$ cat config.mk
export PLATFORM = sky130hd
export DESIGN_NAME = updown_event_counter_relay
export DESIGN_NICKNAME = d
export VERILOG_FILES = /design/src/pkg/counter_relay_pkg.sv /design/src/fast_input_sync.sv /design/src/count_cell.sv /design/src/updown_event_counter_relay.sv
export SDC_FILE = /design/constraint.sdc
export NUM_CORES = 2
export LEC_CHECK = 0
export BUFFER_PORTS_ARGS = -buffer_cell sky130_fd_sc_hd__buf_4
export CORE_AREA = 8 8 339 341
export DETAILED_ROUTE_END_ITERATION = 7
export DIE_AREA = 0 0 347 349
export GPL_TIMING_DRIVEN = 0
export HOLD_SLACK_MARGIN = 0.15
export MAX_ROUTING_LAYER = met4
export PLACE_DENSITY = 0.6
export SETUP_SLACK_MARGIN = 0.2
export SYNTH_ARGS = -nofsm -noshare
export SYNTH_HDL_FRONTEND = slang
export SYNTH_SLANG_ARGS = --single-unit
$ cat constraint.sdc
create_clock -name CLK -period 6.4 [get_ports CLK]
set_input_delay 1.92 -clock CLK [delete_from_list [all_inputs] [get_ports CLK]]
set_output_delay 1.92 -clock CLK [all_outputs]
set_load 0.02 [all_outputs]
$ cat src/pkg/counter_relay_pkg.sv
// Purpose: shared constants for the sixteen-channel up/down event counter relay bank.
// Assumes: one 125 MHz clock, a scan strobe from the program engine on the same clock.
// Notes:   counter numbers 1..16 map to indices 0..15 throughout.
// Behaviour
// - sixteen independent counters, each with count, setpoint, contact and coils.
// - contact active while count is at or above the setpoint.
// - count changes by one per rising count-coil edge, never on a level.
// - direction coil off counts up, direction coil on counts down.
// - while the clear coil is active the count is forced to zero.
// - setpoint is a constant from zero to thirty-two thousand.
// - count holds at thirty-two thousand until direction turns to down.
// - count holds at zero until direction turns to up.
// - counters 1-12 plain; 13-14 may be high speed; 15-16 may be frequency.
// - mode selects plain, high-speed, or frequency measurement behaviour.
// - high-speed counters take their count input straight from fast inputs one and two.
// - a retentive counter keeps its count over run-to-stop and power loss.
// - retention only for counters 5-8 and 13-16.
// - starting in run, a retentive counter resumes from its saved count.
// - without edges or clear the count holds indefinitely.
// - counting down, contact drops once count is one below setpoint.
// - a per-counter flag shows or hides its parameters in the runtime menu.
package counter_relay_pkg;
  // bank shape
  localparam int NUM_COUNTERS = 16;
  localparam int COUNT_W      = 15;
  localparam int MODE_W       = 2;
  localparam int NUM_FAST     = 4;
  localparam int FIRST_FAST   = 12;  // index of the first counter wired to a fast input
  localparam int FIRST_FREQ   = 14;  // index of the first frequency-capable counter
  // count range
  localparam logic [COUNT_W-1:0] COUNT_MAX  = 15'h7D00;  // 32000
  localparam logic [COUNT_W-1:0] COUNT_ZERO = 15'h0000;
  // operating modes
  localparam logic [MODE_W-1:0] MODE_NORMAL     = 2'h0;
  localparam logic [MODE_W-1:0] MODE_HIGH_SPEED = 2'h1;
  localparam logic [MODE_W-1:0] MODE_FREQUENCY  = 2'h2;
  // which counters may take which options
  localparam logic [NUM_COUNTERS-1:0] RETAIN_ALLOWED = 16'hF0F0;
  localparam logic [NUM_COUNTERS-1:0] HIGH_ALLOWED   = 16'h3000;
  localparam logic [NUM_COUNTERS-1:0] FREQ_ALLOWED   = 16'hC000;
  // frequency gate time
  localparam int CLK_FREQ_HZ  = 125_000_000;
  localparam int GATE_TIME_MS = 1000;
  localparam int GATE_CYCLES  = (CLK_FREQ_HZ / 1000) * GATE_TIME_MS;
endpackage

$ cat src/fast_input_sync.sv
// Purpose: bring the fast digital inputs into the clock domain and flag rising edges.
// Assumes: inputs are asynchronous pins, slow against the 8 ns clock.
// Notes:   edge detection looks only at the second stage of the synchroniser.
`timescale 1ns/10ps
`default_nettype none
module fast_input_sync #(
  parameter int WIDTH = 4
) (
  // clock and reset
  input  wire logic             clk,
  input  wire logic             nrst,
  // pins in
  input  wire logic [WIDTH-1:0] pin,
  // synchronised view
  output logic      [WIDTH-1:0] level,
  output logic      [WIDTH-1:0] rise
);
  logic [WIDTH-1:0] meta;
  logic [WIDTH-1:0] last;

  // two-stage synchroniser, then a delay stage for the edge
  always_ff @(posedge clk) begin
    if (!nrst) begin
      meta  <= '0;
      level <= '0;
      last  <= '0;
    end else begin
      meta  <= pin;
      level <= meta;
      last  <= level;
    end
  end

  // one-cycle pulse per rising edge
  assign rise = level & ~last;
endmodule
`default_nettype wire

$ cat src/count_cell.sv
// Purpose: one saturating up/down count register with clear and load.
// Assumes: step, clear and load are single-cycle pulses or levels from the bank.
// Notes:   priority is clear, then load, then step.
`timescale 1ns/10ps
`default_nettype none
module count_cell
  import counter_relay_pkg::*;
(
  // clock and reset
  input  wire logic                                  clk,
  input  wire logic                                  nrst,
  // controls
  input  wire logic                                  step,
  input  wire logic                                  down,
  input  wire logic                                  clear,
  input  wire logic                                  load,
  input  wire logic [counter_relay_pkg::COUNT_W-1:0] load_value,
  // state
  output logic      [counter_relay_pkg::COUNT_W-1:0] count
);
  logic [COUNT_W-1:0] next_count;
  logic               at_top;
  logic               at_bottom;

  assign at_top    = (count >= COUNT_MAX);
  assign at_bottom = (count == COUNT_ZERO);

  // saturation: edges past either end are dropped, so the count waits for a direction change
  always_comb begin
    next_count = count;
    if (clear) begin
      next_count = COUNT_ZERO;
    end else if (load) begin
      next_count = (load_value > COUNT_MAX) ? COUNT_MAX : load_value;
    end else if (step) begin
      if (down) begin
        if (!at_bottom) begin
          next_count = count - 15'h0001;
        end
      end else begin
        if (!at_top) begin
          next_count = count + 15'h0001;
        end
      end
    end
  end

  always_ff @(posedge clk) begin
    if (!nrst) begin
      count <= COUNT_ZERO;
    end else begin
      count <= next_count;
    end
  end
endmodule
`default_nettype wire

$ cat src/updown_event_counter_relay.sv
// Purpose: bank of sixteen up/down event counters driven by the program's coils.
// Assumes: SCAN_TICK pulses once per program scan; coils and RUN are on the CLK domain.
// Notes:   contacts lag the count by one clock; the nonvolatile store itself lives outside.
`timescale 1ns/10ps
`default_nettype none
module updown_event_counter_relay
  import counter_relay_pkg::*;
#(
  parameter int GATE_CYCLES_P = counter_relay_pkg::GATE_CYCLES
) (
  // clock and reset
  input  wire logic                                                         CLK,
  input  wire logic                                                         NRST,
  // program scan and run state
  input  wire logic                                                         SCAN_TICK,
  input  wire logic                                                         RUN,
  // coils from the program
  input  wire logic [counter_relay_pkg::NUM_COUNTERS-1:0]                   COUNT_COIL,
  input  wire logic [counter_relay_pkg::NUM_COUNTERS-1:0]                   DIRECTION_COIL,
  input  wire logic [counter_relay_pkg::NUM_COUNTERS-1:0]                   CLEAR_COIL,
  // fast digital input pins one to four
  input  wire logic [counter_relay_pkg::NUM_FAST-1:0]                       FAST_IN,
  // per-counter configuration
  input  wire logic [counter_relay_pkg::NUM_COUNTERS-1:0][counter_relay_pkg::MODE_W-1:0]  MODE,
  input  wire logic [counter_relay_pkg::NUM_COUNTERS-1:0][counter_relay_pkg::COUNT_W-1:0] SETPOINT,
  input  wire logic [counter_relay_pkg::NUM_COUNTERS-1:0]                   RETAIN_SEL,
  input  wire logic [counter_relay_pkg::NUM_COUNTERS-1:0]                   SHOW_PARAM,
  // saved counts offered back at start of run
  input  wire logic                                                         RESTORE_VALID,
  input  wire logic [counter_relay_pkg::NUM_COUNTERS-1:0][counter_relay_pkg::COUNT_W-1:0] SAVED_COUNT,
  // results
  output logic      [counter_relay_pkg::NUM_COUNTERS-1:0]                   COUNTER_RELAY_CONTACT,
  output logic      [counter_relay_pkg::NUM_COUNTERS-1:0][counter_relay_pkg::COUNT_W-1:0] COUNT_VALUE,
  output logic      [counter_relay_pkg::NUM_COUNTERS-1:0]                   RETAIN_ACTIVE,
  output logic      [counter_relay_pkg::NUM_COUNTERS-1:0]                   PARAM_VISIBLE
);
  import counter_relay_pkg::*;

  localparam int GATE_W = $clog2(GATE_CYCLES_P + 1);
  localparam logic [GATE_W-1:0] GATE_LAST = GATE_W'(GATE_CYCLES_P - 1);
  localparam int NUM_FREQ = NUM_COUNTERS - FIRST_FREQ;

  typedef enum logic [0:0] {GATE_IDLE, GATE_OPEN} gate_state_e;

  // ****************************************************************
  // run state and scan-sampled coils
  // ****************************************************************
  logic                    run_q;
  logic                    run_start;
  logic                    count_ok;
  logic [NUM_COUNTERS-1:0] coil_last;
  logic [NUM_COUNTERS-1:0] dir_held;
  logic [NUM_COUNTERS-1:0] clear_held;
  logic [NUM_COUNTERS-1:0] enable_held;
  logic [NUM_COUNTERS-1:0] scan_edge;

  // run start is the first cycle of RUN; counting only while running
  assign run_start = RUN & ~run_q;
  assign count_ok  = RUN & run_q;

  assign scan_edge = {NUM_COUNTERS{SCAN_TICK}} & COUNT_COIL & ~coil_last;

  // coil memory updates only on the scan strobe, so a level between scans is one sample
  always_ff @(posedge CLK) begin
    if (!NRST) begin
      run_q       <= 1'b0;
      coil_last   <= '0;
      dir_held    <= '0;
      clear_held  <= '0;
      enable_held <= '0;
    end else begin
      run_q <= RUN;
      if (SCAN_TICK) begin
        coil_last   <= COUNT_COIL;
        dir_held    <= DIRECTION_COIL;
        clear_held  <= CLEAR_COIL;
        enable_held <= COUNT_COIL;
      end
    end
  end

  // ****************************************************************
  // fast input pins
  // ****************************************************************
  logic [NUM_FAST-1:0] fast_level;
  logic [NUM_FAST-1:0] fast_rise;

  // pins bypass the scan, only synchronised
  fast_input_sync #(
    .WIDTH (NUM_FAST)
  ) u_fast_sync (
    .clk   (CLK),
    .nrst  (NRST),
    .pin   (FAST_IN),
    .level (fast_level),
    .rise  (fast_rise)
  );

  // ****************************************************************
  // frequency measurement for the last two counters
  // ****************************************************************
  logic [NUM_FREQ-1:0]               freq_load;
  logic [NUM_FREQ-1:0]               freq_clear;
  logic [NUM_FREQ-1:0][COUNT_W-1:0]  freq_result;
  logic [NUM_COUNTERS-1:0]           is_freq;

  genvar f;
  generate
    for (f = 0; f < NUM_FREQ; f++) begin : g_freq
      gate_state_e        state;
      gate_state_e        next_state;
      logic [GATE_W-1:0]  gate_cnt;
      logic [COUNT_W-1:0] pulses;
      logic               enable;
      logic               gate_end;
      logic               fast_edge;
      logic               pulses_full;

      // count coil acts as the measurement enable; dropped enable stops it, clear coil only zeroes the result
      assign enable      = is_freq[FIRST_FREQ + f] & enable_held[FIRST_FREQ + f] & count_ok;
      assign gate_end    = (state == GATE_OPEN) & (gate_cnt == GATE_LAST);
      assign fast_edge   = fast_rise[FIRST_FREQ - FIRST_FAST + f];
      assign pulses_full = (pulses >= COUNT_MAX);

      // enable and clear gate the result path
      assign freq_load[f]   = gate_end & ~clear_held[FIRST_FREQ + f];
      assign freq_clear[f]  = is_freq[FIRST_FREQ + f] & (~enable | clear_held[FIRST_FREQ + f]);
      assign freq_result[f] = (fast_edge & ~pulses_full) ? pulses + 15'h0001 : pulses;

      always_comb begin
        next_state = state;
        case (state)
          GATE_IDLE: begin
            if (enable) begin
              next_state = GATE_OPEN;
            end
          end
          GATE_OPEN: begin
            if (!enable) begin
              next_state = GATE_IDLE;
            end
          end
          default: begin
            next_state = GATE_IDLE;
          end
        endcase
      end

      // pulses over one gate give the frequency
      always_ff @(posedge CLK) begin
        if (!NRST) begin
          state    <= GATE_IDLE;
          gate_cnt <= '0;
          pulses   <= COUNT_ZERO;
        end else begin
          state <= next_state;
          if ((state != GATE_OPEN) || gate_end || !enable) begin
            gate_cnt <= '0;
            pulses   <= COUNT_ZERO;
          end else begin
            gate_cnt <= gate_cnt + 1'b1;
            if (fast_edge && !pulses_full) begin
              pulses <= pulses + 15'h0001;
            end
          end
        end
      end
    end
  endgenerate

  // ****************************************************************
  // per-counter control and count cells
  // ****************************************************************
  logic [NUM_COUNTERS-1:0] is_high;
  logic [NUM_COUNTERS-1:0] retain_eff;
  logic [NUM_COUNTERS-1:0] next_contact;

  genvar i;
  generate
    for (i = 0; i < NUM_COUNTERS; i++) begin : g_cnt
      logic               step;
      logic               down;
      logic               clear;
      logic               load;
      logic [COUNT_W-1:0] load_value;
      logic [COUNT_W-1:0] count;
      logic [COUNT_W-1:0] sp_eff;
      logic               fast_edge;
      logic               start_clear;
      logic               start_load;
      logic               normal_step;
      logic               normal_clear;
      logic               high_step;

      // options outside the allowed counters fall back to plain counting
      assign is_high[i] = HIGH_ALLOWED[i] & (MODE[i] == MODE_HIGH_SPEED);
      assign is_freq[i] = FREQ_ALLOWED[i] & (MODE[i] == MODE_FREQUENCY);

      // retention masked to the allowed counters
      assign retain_eff[i] = RETAIN_ALLOWED[i] & RETAIN_SEL[i];

      assign start_clear = run_start & ~retain_eff[i];
      // retentive counters resume from the saved value
      assign start_load  = run_start & retain_eff[i] & RESTORE_VALID;

      // fast pins only exist for the upper four counters
      if (i >= FIRST_FAST) begin : g_pin
        assign fast_edge = fast_rise[i - FIRST_FAST];
      end else begin : g_nopin
        assign fast_edge = 1'b0;
      end

      // plain counters act on the scan; clear wins
      assign normal_clear = SCAN_TICK & CLEAR_COIL[i];
      assign normal_step  = scan_edge[i] & count_ok;
      // high-speed steps straight from the pin
      assign high_step    = fast_edge & count_ok & ~clear_held[i];

      assign step  = is_high[i] ? high_step : (is_freq[i] ? 1'b0 : normal_step);
      assign down  = is_high[i] ? dir_held[i] : DIRECTION_COIL[i];
      assign clear = start_clear | (is_freq[i] ? 1'b0 : (is_high[i] ? clear_held[i] : normal_clear));
      if (i >= FIRST_FREQ) begin : g_fload
        assign load       = start_load | (is_freq[i] & (freq_load[i - FIRST_FREQ] | freq_clear[i - FIRST_FREQ]));
        assign load_value = start_load ? SAVED_COUNT[i] :
                            (freq_clear[i - FIRST_FREQ] ? COUNT_ZERO : freq_result[i - FIRST_FREQ]);
      end else begin : g_nfload
        assign load       = start_load;
        assign load_value = SAVED_COUNT[i];
      end

      count_cell u_cell (
        .clk        (CLK),
        .nrst       (NRST),
        .step       (step),
        .down       (down),
        .clear      (clear),
        .load       (load),
        .load_value (load_value),
        .count      (count)
      );

      // setpoint limited to the counting range
      assign sp_eff = (SETPOINT[i] > COUNT_MAX) ? COUNT_MAX : SETPOINT[i];

      assign next_contact[i] = (count >= sp_eff);

      assign COUNT_VALUE[i] = count;
    end
  endgenerate

  // ****************************************************************
  // registered outputs
  // ****************************************************************
  // contacts and flags come from flops so the program sees clean levels
  always_ff @(posedge CLK) begin
    if (!NRST) begin
      COUNTER_RELAY_CONTACT <= '0;
      RETAIN_ACTIVE         <= '0;
      PARAM_VISIBLE         <= '0;
    end else begin
      COUNTER_RELAY_CONTACT <= next_contact;
      RETAIN_ACTIVE         <= retain_eff;
      PARAM_VISIBLE         <= SHOW_PARAM;
    end
  end
endmodule
`default_nettype wire

Yosys cells after proc, flatten, opt, wreduce, memory -nomap -nowiden
Index checks and enable logic that the tools add are counted.
{"block": "classes", "add_sub_neg": 36, "n_lt_le_gt_ge": 58, "n_eq_ne": 38, "muxes": 106, "n_bitwise": 123, "reduce_logical": 68}
{"op": "two-way mux 15 bit", "n": 94}
{"op": "> comparator 15 bit, second input constant", "n": 24}
{"op": "adder 15 x 1 -> 15 bit, second input constant", "n": 18}
{"op": ">= comparator 15 bit, second input constant", "n": 18}
{"op": ">= comparator 15 bit", "n": 16}
{"op": "logical NOT 15 bit", "n": 16}
{"op": "subtractor 15 x 1 -> 15 bit, second input constant", "n": 16}
{"op": "AND 1 bit", "n": 76}
{"op": "adder 27 x 1 -> 27 bit, second input constant", "n": 2}
{"op": "equality test 27 bit, second input constant", "n": 2}
{"op": "!= test 3 bit, second input constant", "n": 16}
{"op": "AND reduction 3 bit", "n": 16}
{"op": "OR reduction 2 bit", "n": 18}
{"op": "AND 16 bit", "n": 2}
{"op": "!= test 2 bit, second input constant", "n": 16}
{"op": "OR 1 bit", "n": 22}
{"op": "inverter 1 bit", "n": 20}
{"op": "inverter 16 bit", "n": 1}
{"op": "nonzero test 2 bit", "n": 8}
{"op": "two-way mux 1 bit", "n": 12}
{"op": "AND 4 bit", "n": 1}
{"op": "equality test 2 x 1 -> 1 bit, second input constant", "n": 2}
{"op": "equality test 2 bit, second input constant", "n": 2}
{"op": "logical NOT 1 bit", "n": 4}
{"op": "other kinds (3)", "n": 7}
{"block": "word_totals", "ff_bits": 433, "input_bits": 601, "output_inout_bits": 288, "word_cells": 462}

Longest topological paths before layout
{"block": "depth", "ltp_word": 11, "mapped_depth": 15, "mapped_depth_nobuf": 14}

Modules after synthesis
Synthesis repeated with hierarchy kept, for this count alone.
{"block": "unflattened", "cells_unflattened": 4918, "hier_area_um2": 38804.7}
{"mod": "count_cell (g_cnt[0].u_cell ...)", "n_inst": 8, "cells_per_inst": 211, "area_per_inst_um2": 1666.6, "seq_area_each_um2": 300.3}
{"mod": "updown_event_counter_relay", "n_inst": 1, "cells_per_inst": 1714, "area_per_inst_um2": 13315.3, "seq_area_each_um2": 2982.9}
{"mod": "count_cell (g_cnt[13].u_cell ...)", "n_inst": 7, "cells_per_inst": 186, "area_per_inst_um2": 1473.9, "seq_area_each_um2": 300.3}
{"mod": "count_cell (g_cnt[12].u_cell)", "n_inst": 1, "cells_per_inst": 185, "area_per_inst_um2": 1477.7, "seq_area_each_um2": 300.3}
{"mod": "fast_input_sync", "n_inst": 1, "cells_per_inst": 29, "area_per_inst_um2": 361.6, "seq_area_each_um2": 240.2}

Worst setup path before layout
No wires, ideal clock.
{"block": "synth_path", "kind": "in2reg", "start": "input port MODE[26] in the netlist's numbering", "end": "register g_cnt[13].u_cell.count[14] in the netlist's numbering", "setup_time_ns": 0.074, "arrival_ns": 5.107, "t_required_ns": 6.326, "path_slack_ns": 1.219, "path_stages": 12, "n_path_buf": 0, "cell_sequence": "nor2b_1 -> mux2i_1 -> inv_1 -> fa_1 -> a21o_1 -> a2111oi_0 -> a21oi_1 -> a41oi_1 -> a21oi_1 -> xnor2_1 -> or3_1 -> a31oi_1"}
{"block": "synth_via", "elab_chain_cells": 5, "elab_cells_between_ends": 13, "cone_classes": "eq/ne: 3; mux: 6; bitwise: 1; reduce/logical: 3"}
{"element": "start: declaration", "line": "updown_event_counter_relay.sv:24", "rtl": "input wire logic [counter_relay_pkg::NUM_COUNTERS-1:0][counter_relay_pkg::MODE_W-1:0] MODE,"}
{"element": "equality test 2 x 1 -> 1 bit *", "line": "updown_event_counter_relay.sv:196", "rtl": "assign is_high[i] = HIGH_ALLOWED[i] & (MODE[i] == MODE_HIGH_SPEED);"}
{"element": "two-way mux 1 bit", "line": "updown_event_counter_relay.sv:220", "rtl": "assign down = is_high[i] ? dir_held[i] : DIRECTION_COIL[i];"}
{"element": "two-way mux 15 bit", "line": "count_cell.sv:36", "rtl": "if (down) begin"}
{"element": "two-way mux 15 bit", "line": "count_cell.sv:35", "rtl": "end else if (step) begin"}
{"element": "two-way mux 15 bit", "line": "count_cell.sv:33", "rtl": "end else if (load) begin"}
{"element": "end signal: assignment", "line": "count_cell.sv:52", "rtl": "count <= next_count;"}
{"element": "end: declaration", "line": "count_cell.sv:19", "rtl": "output logic [counter_relay_pkg::COUNT_W-1:0] count"}
Mark *: on every way between the ends. The rest lies on a longest branch, timed or not. The select of a mux whose other input is x is not followed.
A chain may end at the register's enable or synchronous reset.

Final worst setup path
{"block": "layout_path", "start": "input port MODE[27] in the netlist's numbering", "end": "register g_cnt[13].u_cell.count[14] in the netlist's numbering"}
Same word-level chain as after synthesis.

==> results.yml <==
global_route:
  grt_use_met3_pct: 4.805
  track_usage_pct: 22.24
  grt_max_degree: 18
  global_route.usage.met2_pct: 35.21
  top_usage_layer: "met2"
  met1_usage_pct: 28.84
  grt_pass1_wl_um: 206400
  grt-ovfl-total: 0
  grt_pass1_vias: 33310
  antenna_found_initial: 27
worst_setup_path:
  start_kind: "primary input"
  cp.arrival_ns: 6.30
  crit_fanout: 15
  endpoint_kind: "flip-flop"
  crit_start: "MODE[27]"
  rrSetupSlack_ns: 2.54
  reg2regPathDepth: 11
  timing.rr.end: "g_cnt[13].u_cell.count[14]"
  path_class: "primary input to flip-flop"
  worstReg2RegStart: "dir_held[13]"
  worstPathRequired_ns: 6.92
floorplan:
  initial_core_util_pct: 30.17
  dieHeight_um: 349
  die_w_um: 347
  fp.coreArea_mm2: 0.1096
  rows: 122
  dieArea_mm2: 0.1211
  io_pins: 889
sta:
  drv_slew: 0
  rsz0062_at_grt: "false"
  worst_pin_slew_ns: 1.195
  finalHoldViolations: 0
  clock.fmax_ghz: 0.1730
  slew-limit-headroom_pct: 18.24
  fin_skew_ns: 0.06491
  whs_ns: 0.4331
  setup_viol: 0
  period_minus_slack_ns: 5.779
  timing.final.crit_share_pct: 90.30
place:
  dp.cells: 6362
  dp_hpwl_um: 112800
  numPortBuffers: 726
  gp_congestion: 0.9448
power:
  switching_power_mw: 2.149
  p_total_mw: 7.168
  p_int_mw: 5.019
  ir_worst_vdd_v: 0.0001922
  seqPwrFrac_pct: 36.9
  switching_share_pct: 29.98
  p_leak_nw: 19.41
  pwr-share-comb_pct: 20.3
  power.density_mw_per_mm2: 169.9
  clkPwrFrac_pct: 42.9
yosys:
  netlist.area_leader.share_pct: 24.28
  yosys-top-cells-count: "nor2_1 (475), ha_1 (454), dfxtp_1 (401), a21oi_1 (355), nand2_1 (353)"
  yosysWarnings: 0
  synth_edf_count: 0
  ys.flop_type: "dfxtp_1"
  synthesis.instances: 4202
  synth.most_common_cell: "nor2_1"
  synth_area_per_cell_um2: 7.870
  netlist_top_cells_area: "dfxtp_1 (24%), ha_1 (17%), nor2_1 (5.4%), a21oi_1 (5.4%), nand2_1 (4.0%)"
  netlist-cell-type-count: 87
  yosys.area.top_type: "dfxtp_1"
  async_reset_ff_share_pct: 0
  ys_ff_latch: 401
  synth_area_mm2: 0.03307
  yosysSeqAreaShare_pct: 24.28
clock_tree:
  cts_resized: 0
  ctsHoldBuffers: 0
  h-tree-depth: 2
  cts_max_path_buffers: 3
  cts-root-buf: "clkbuf_16"
  path_clk_slew_ns: 0.06
  cts_tree: "done"
  clk_latency_ns: 0.65
  numCtsBuffers: 52
  cts_setup_buffers: 0
  clock_sinks: 401
routing:
  drtPass1Iterations: 5
  drt_iter0_drc: 2025
  wl_per_cell_um: 21.48
  final_antenna_net_count: 0
  wirelength_um: 139200
  vias_per_cell: 5.357
  drcViolationCount: 0
  vias: 34720
layout:
  syn_to_final_growth_pct: 27.56
  post-route-util_pct: 38.49
  drive_above_1_share_pct: 17.68
  fillers: 11420
  stdcell_count: 6481
  final_nets: 6061
job:
  max_cap_violations: 0
worst_hold_path:
  worstHoldEndpoint: "u_fast_sync.level[0]"
  min-delay-start: "u_fast_sync.meta[0]"
  hold_depth: 1
  hold_class: "flip-flop to flip-flop"
status:
  status: "completed"
cells by family after synthesis:
family                   count (synthesis)  share of synthesized area (%)
other                                    1                        0.01134
buffers and inverters                  297                          3.511
AND/OR/NAND/NOR                       1621                          23.89
AO/OA/AOI/OAI                         1103                          21.71
flip-flops                             401                          24.28
adder cells (fa/ha/maj)                470                          18.15
multiplexers                            72                          2.187
XOR/XNOR                               237                          6.277
area by class of cell:
cell class                 count  area (um^2)  share of cell area [%]
antenna                       26        65.06                  0.1542
buffer                       118        501.7                   1.189
sequential                   401         8028                   19.03
timing repair buffer         727         5470                   12.97
clock inverter                16        250.2                  0.5932
multi-input combinational   3511        23910                   56.67
tap                         1426         1784                   4.230
inverter                     179        671.9                   1.593
clock buffer                  77         1505                   3.568
sequential cells by signal, indices dropped and copies added (netlist names):
signal,flops
g_cnt.u_cell.count,240
RETAIN_ACTIVE,8
dir_held,2
COUNTER_RELAY_CONTACT,16
g_freq.pulses,30
u_fast_sync.meta,4
enable_held,16
u_fast_sync.last,4
clear_held,4
run_q,1
g_freq.state,2
PARAM_VISIBLE,16
g_freq.gate_cnt,54
u_fast_sync.level,4
worst max-delay path, cell delays in order:
cell and delay (ns):
buf_4 0.11, nor2b_1 0.65, mux2i_1 0.41, inv_1 0.36, fa_1 0.51, a21o_1 0.19, a2111oi_0 0.81, a21oi_1 0.23
a41oi_1 0.33, a21oi_1 0.12, xnor2_1 0.15, or3_1 0.34, a31oi_1 0.16
placed cells by master (no fill, tap or decap), types with 26 or more instances in the layout:
cell	synthesis	layout
or3_1	40	40
nor2b_1	84	84
nor3_1	117	117
a21o_1	109	109
o31ai_1	37	37
inv_1	178	178
nor4_1	116	116
or2_2	44	44
xor2_1	105	105
dfxtp_1	401	401
o21a_1	71	71
nand4_1	87	87
a211oi_1	64	64
xnor2_1	132	132
nor2_1	475	475
nand2b_1	42	42
and2_1	69	69
mux2i_1	70	70
clkbuf_16	0	52
clkbuf_1	95	102
o21ai_0	176	176
a31oi_1	37	37
o211ai_1	40	40
ha_1	454	454
and3_1	37	37
a21oi_1	355	355
nand3_1	107	107
nand2_1	353	353
diode_2	0	26
buf_4	8	734
worst max path at each step:
stage | to | cells past startpoint
detailed placement | g_cnt[13].u_cell.count[14] | 13
CTS | g_cnt[13].u_cell.count[14] | 13
finish | g_cnt[13].u_cell.count[14] | 13
floorplan | g_cnt[13].u_cell.count[14] | 12
global route | g_cnt[13].u_cell.count[14] | 13
global placement | COUNTER_RELAY_CONTACT[3] | 6
power by group through the flow:
stage	Sequential [mW]	Combinational, mW	Clock [mW]
final	2.64	1.45	3.07
after global routing	2.65	1.60	3.26
after CTS	2.64	1.45	3.17
after detailed placement	2.69	1.44	0
after global placement	2.69	1.42	0
after floorplan	2.71	0.775	0
metal layers:
layer | vias up | part of all wire (%)
met5 | - | 0
li1 | 17060 | -
met2 | 1232 | 45
met4 | 0 | 2.3
met3 | 153 | 6.7
met1 | 16270 | 46
stage by stage:
step / setup TNS [ns] / area (um^2) / setup WS [ns]
finish: 0 / 42180 / 0.6210
global route: 0 / 42170 / 0.3453
CTS: 0 / 42120 / 0.6659
detailed placement: 0 / 40360 / 0.01900
global placement: -12.31 / 40330 / -0.8402
floorplan: 0 / 33100 / 1.219
(Power assumes the default switching activity.)
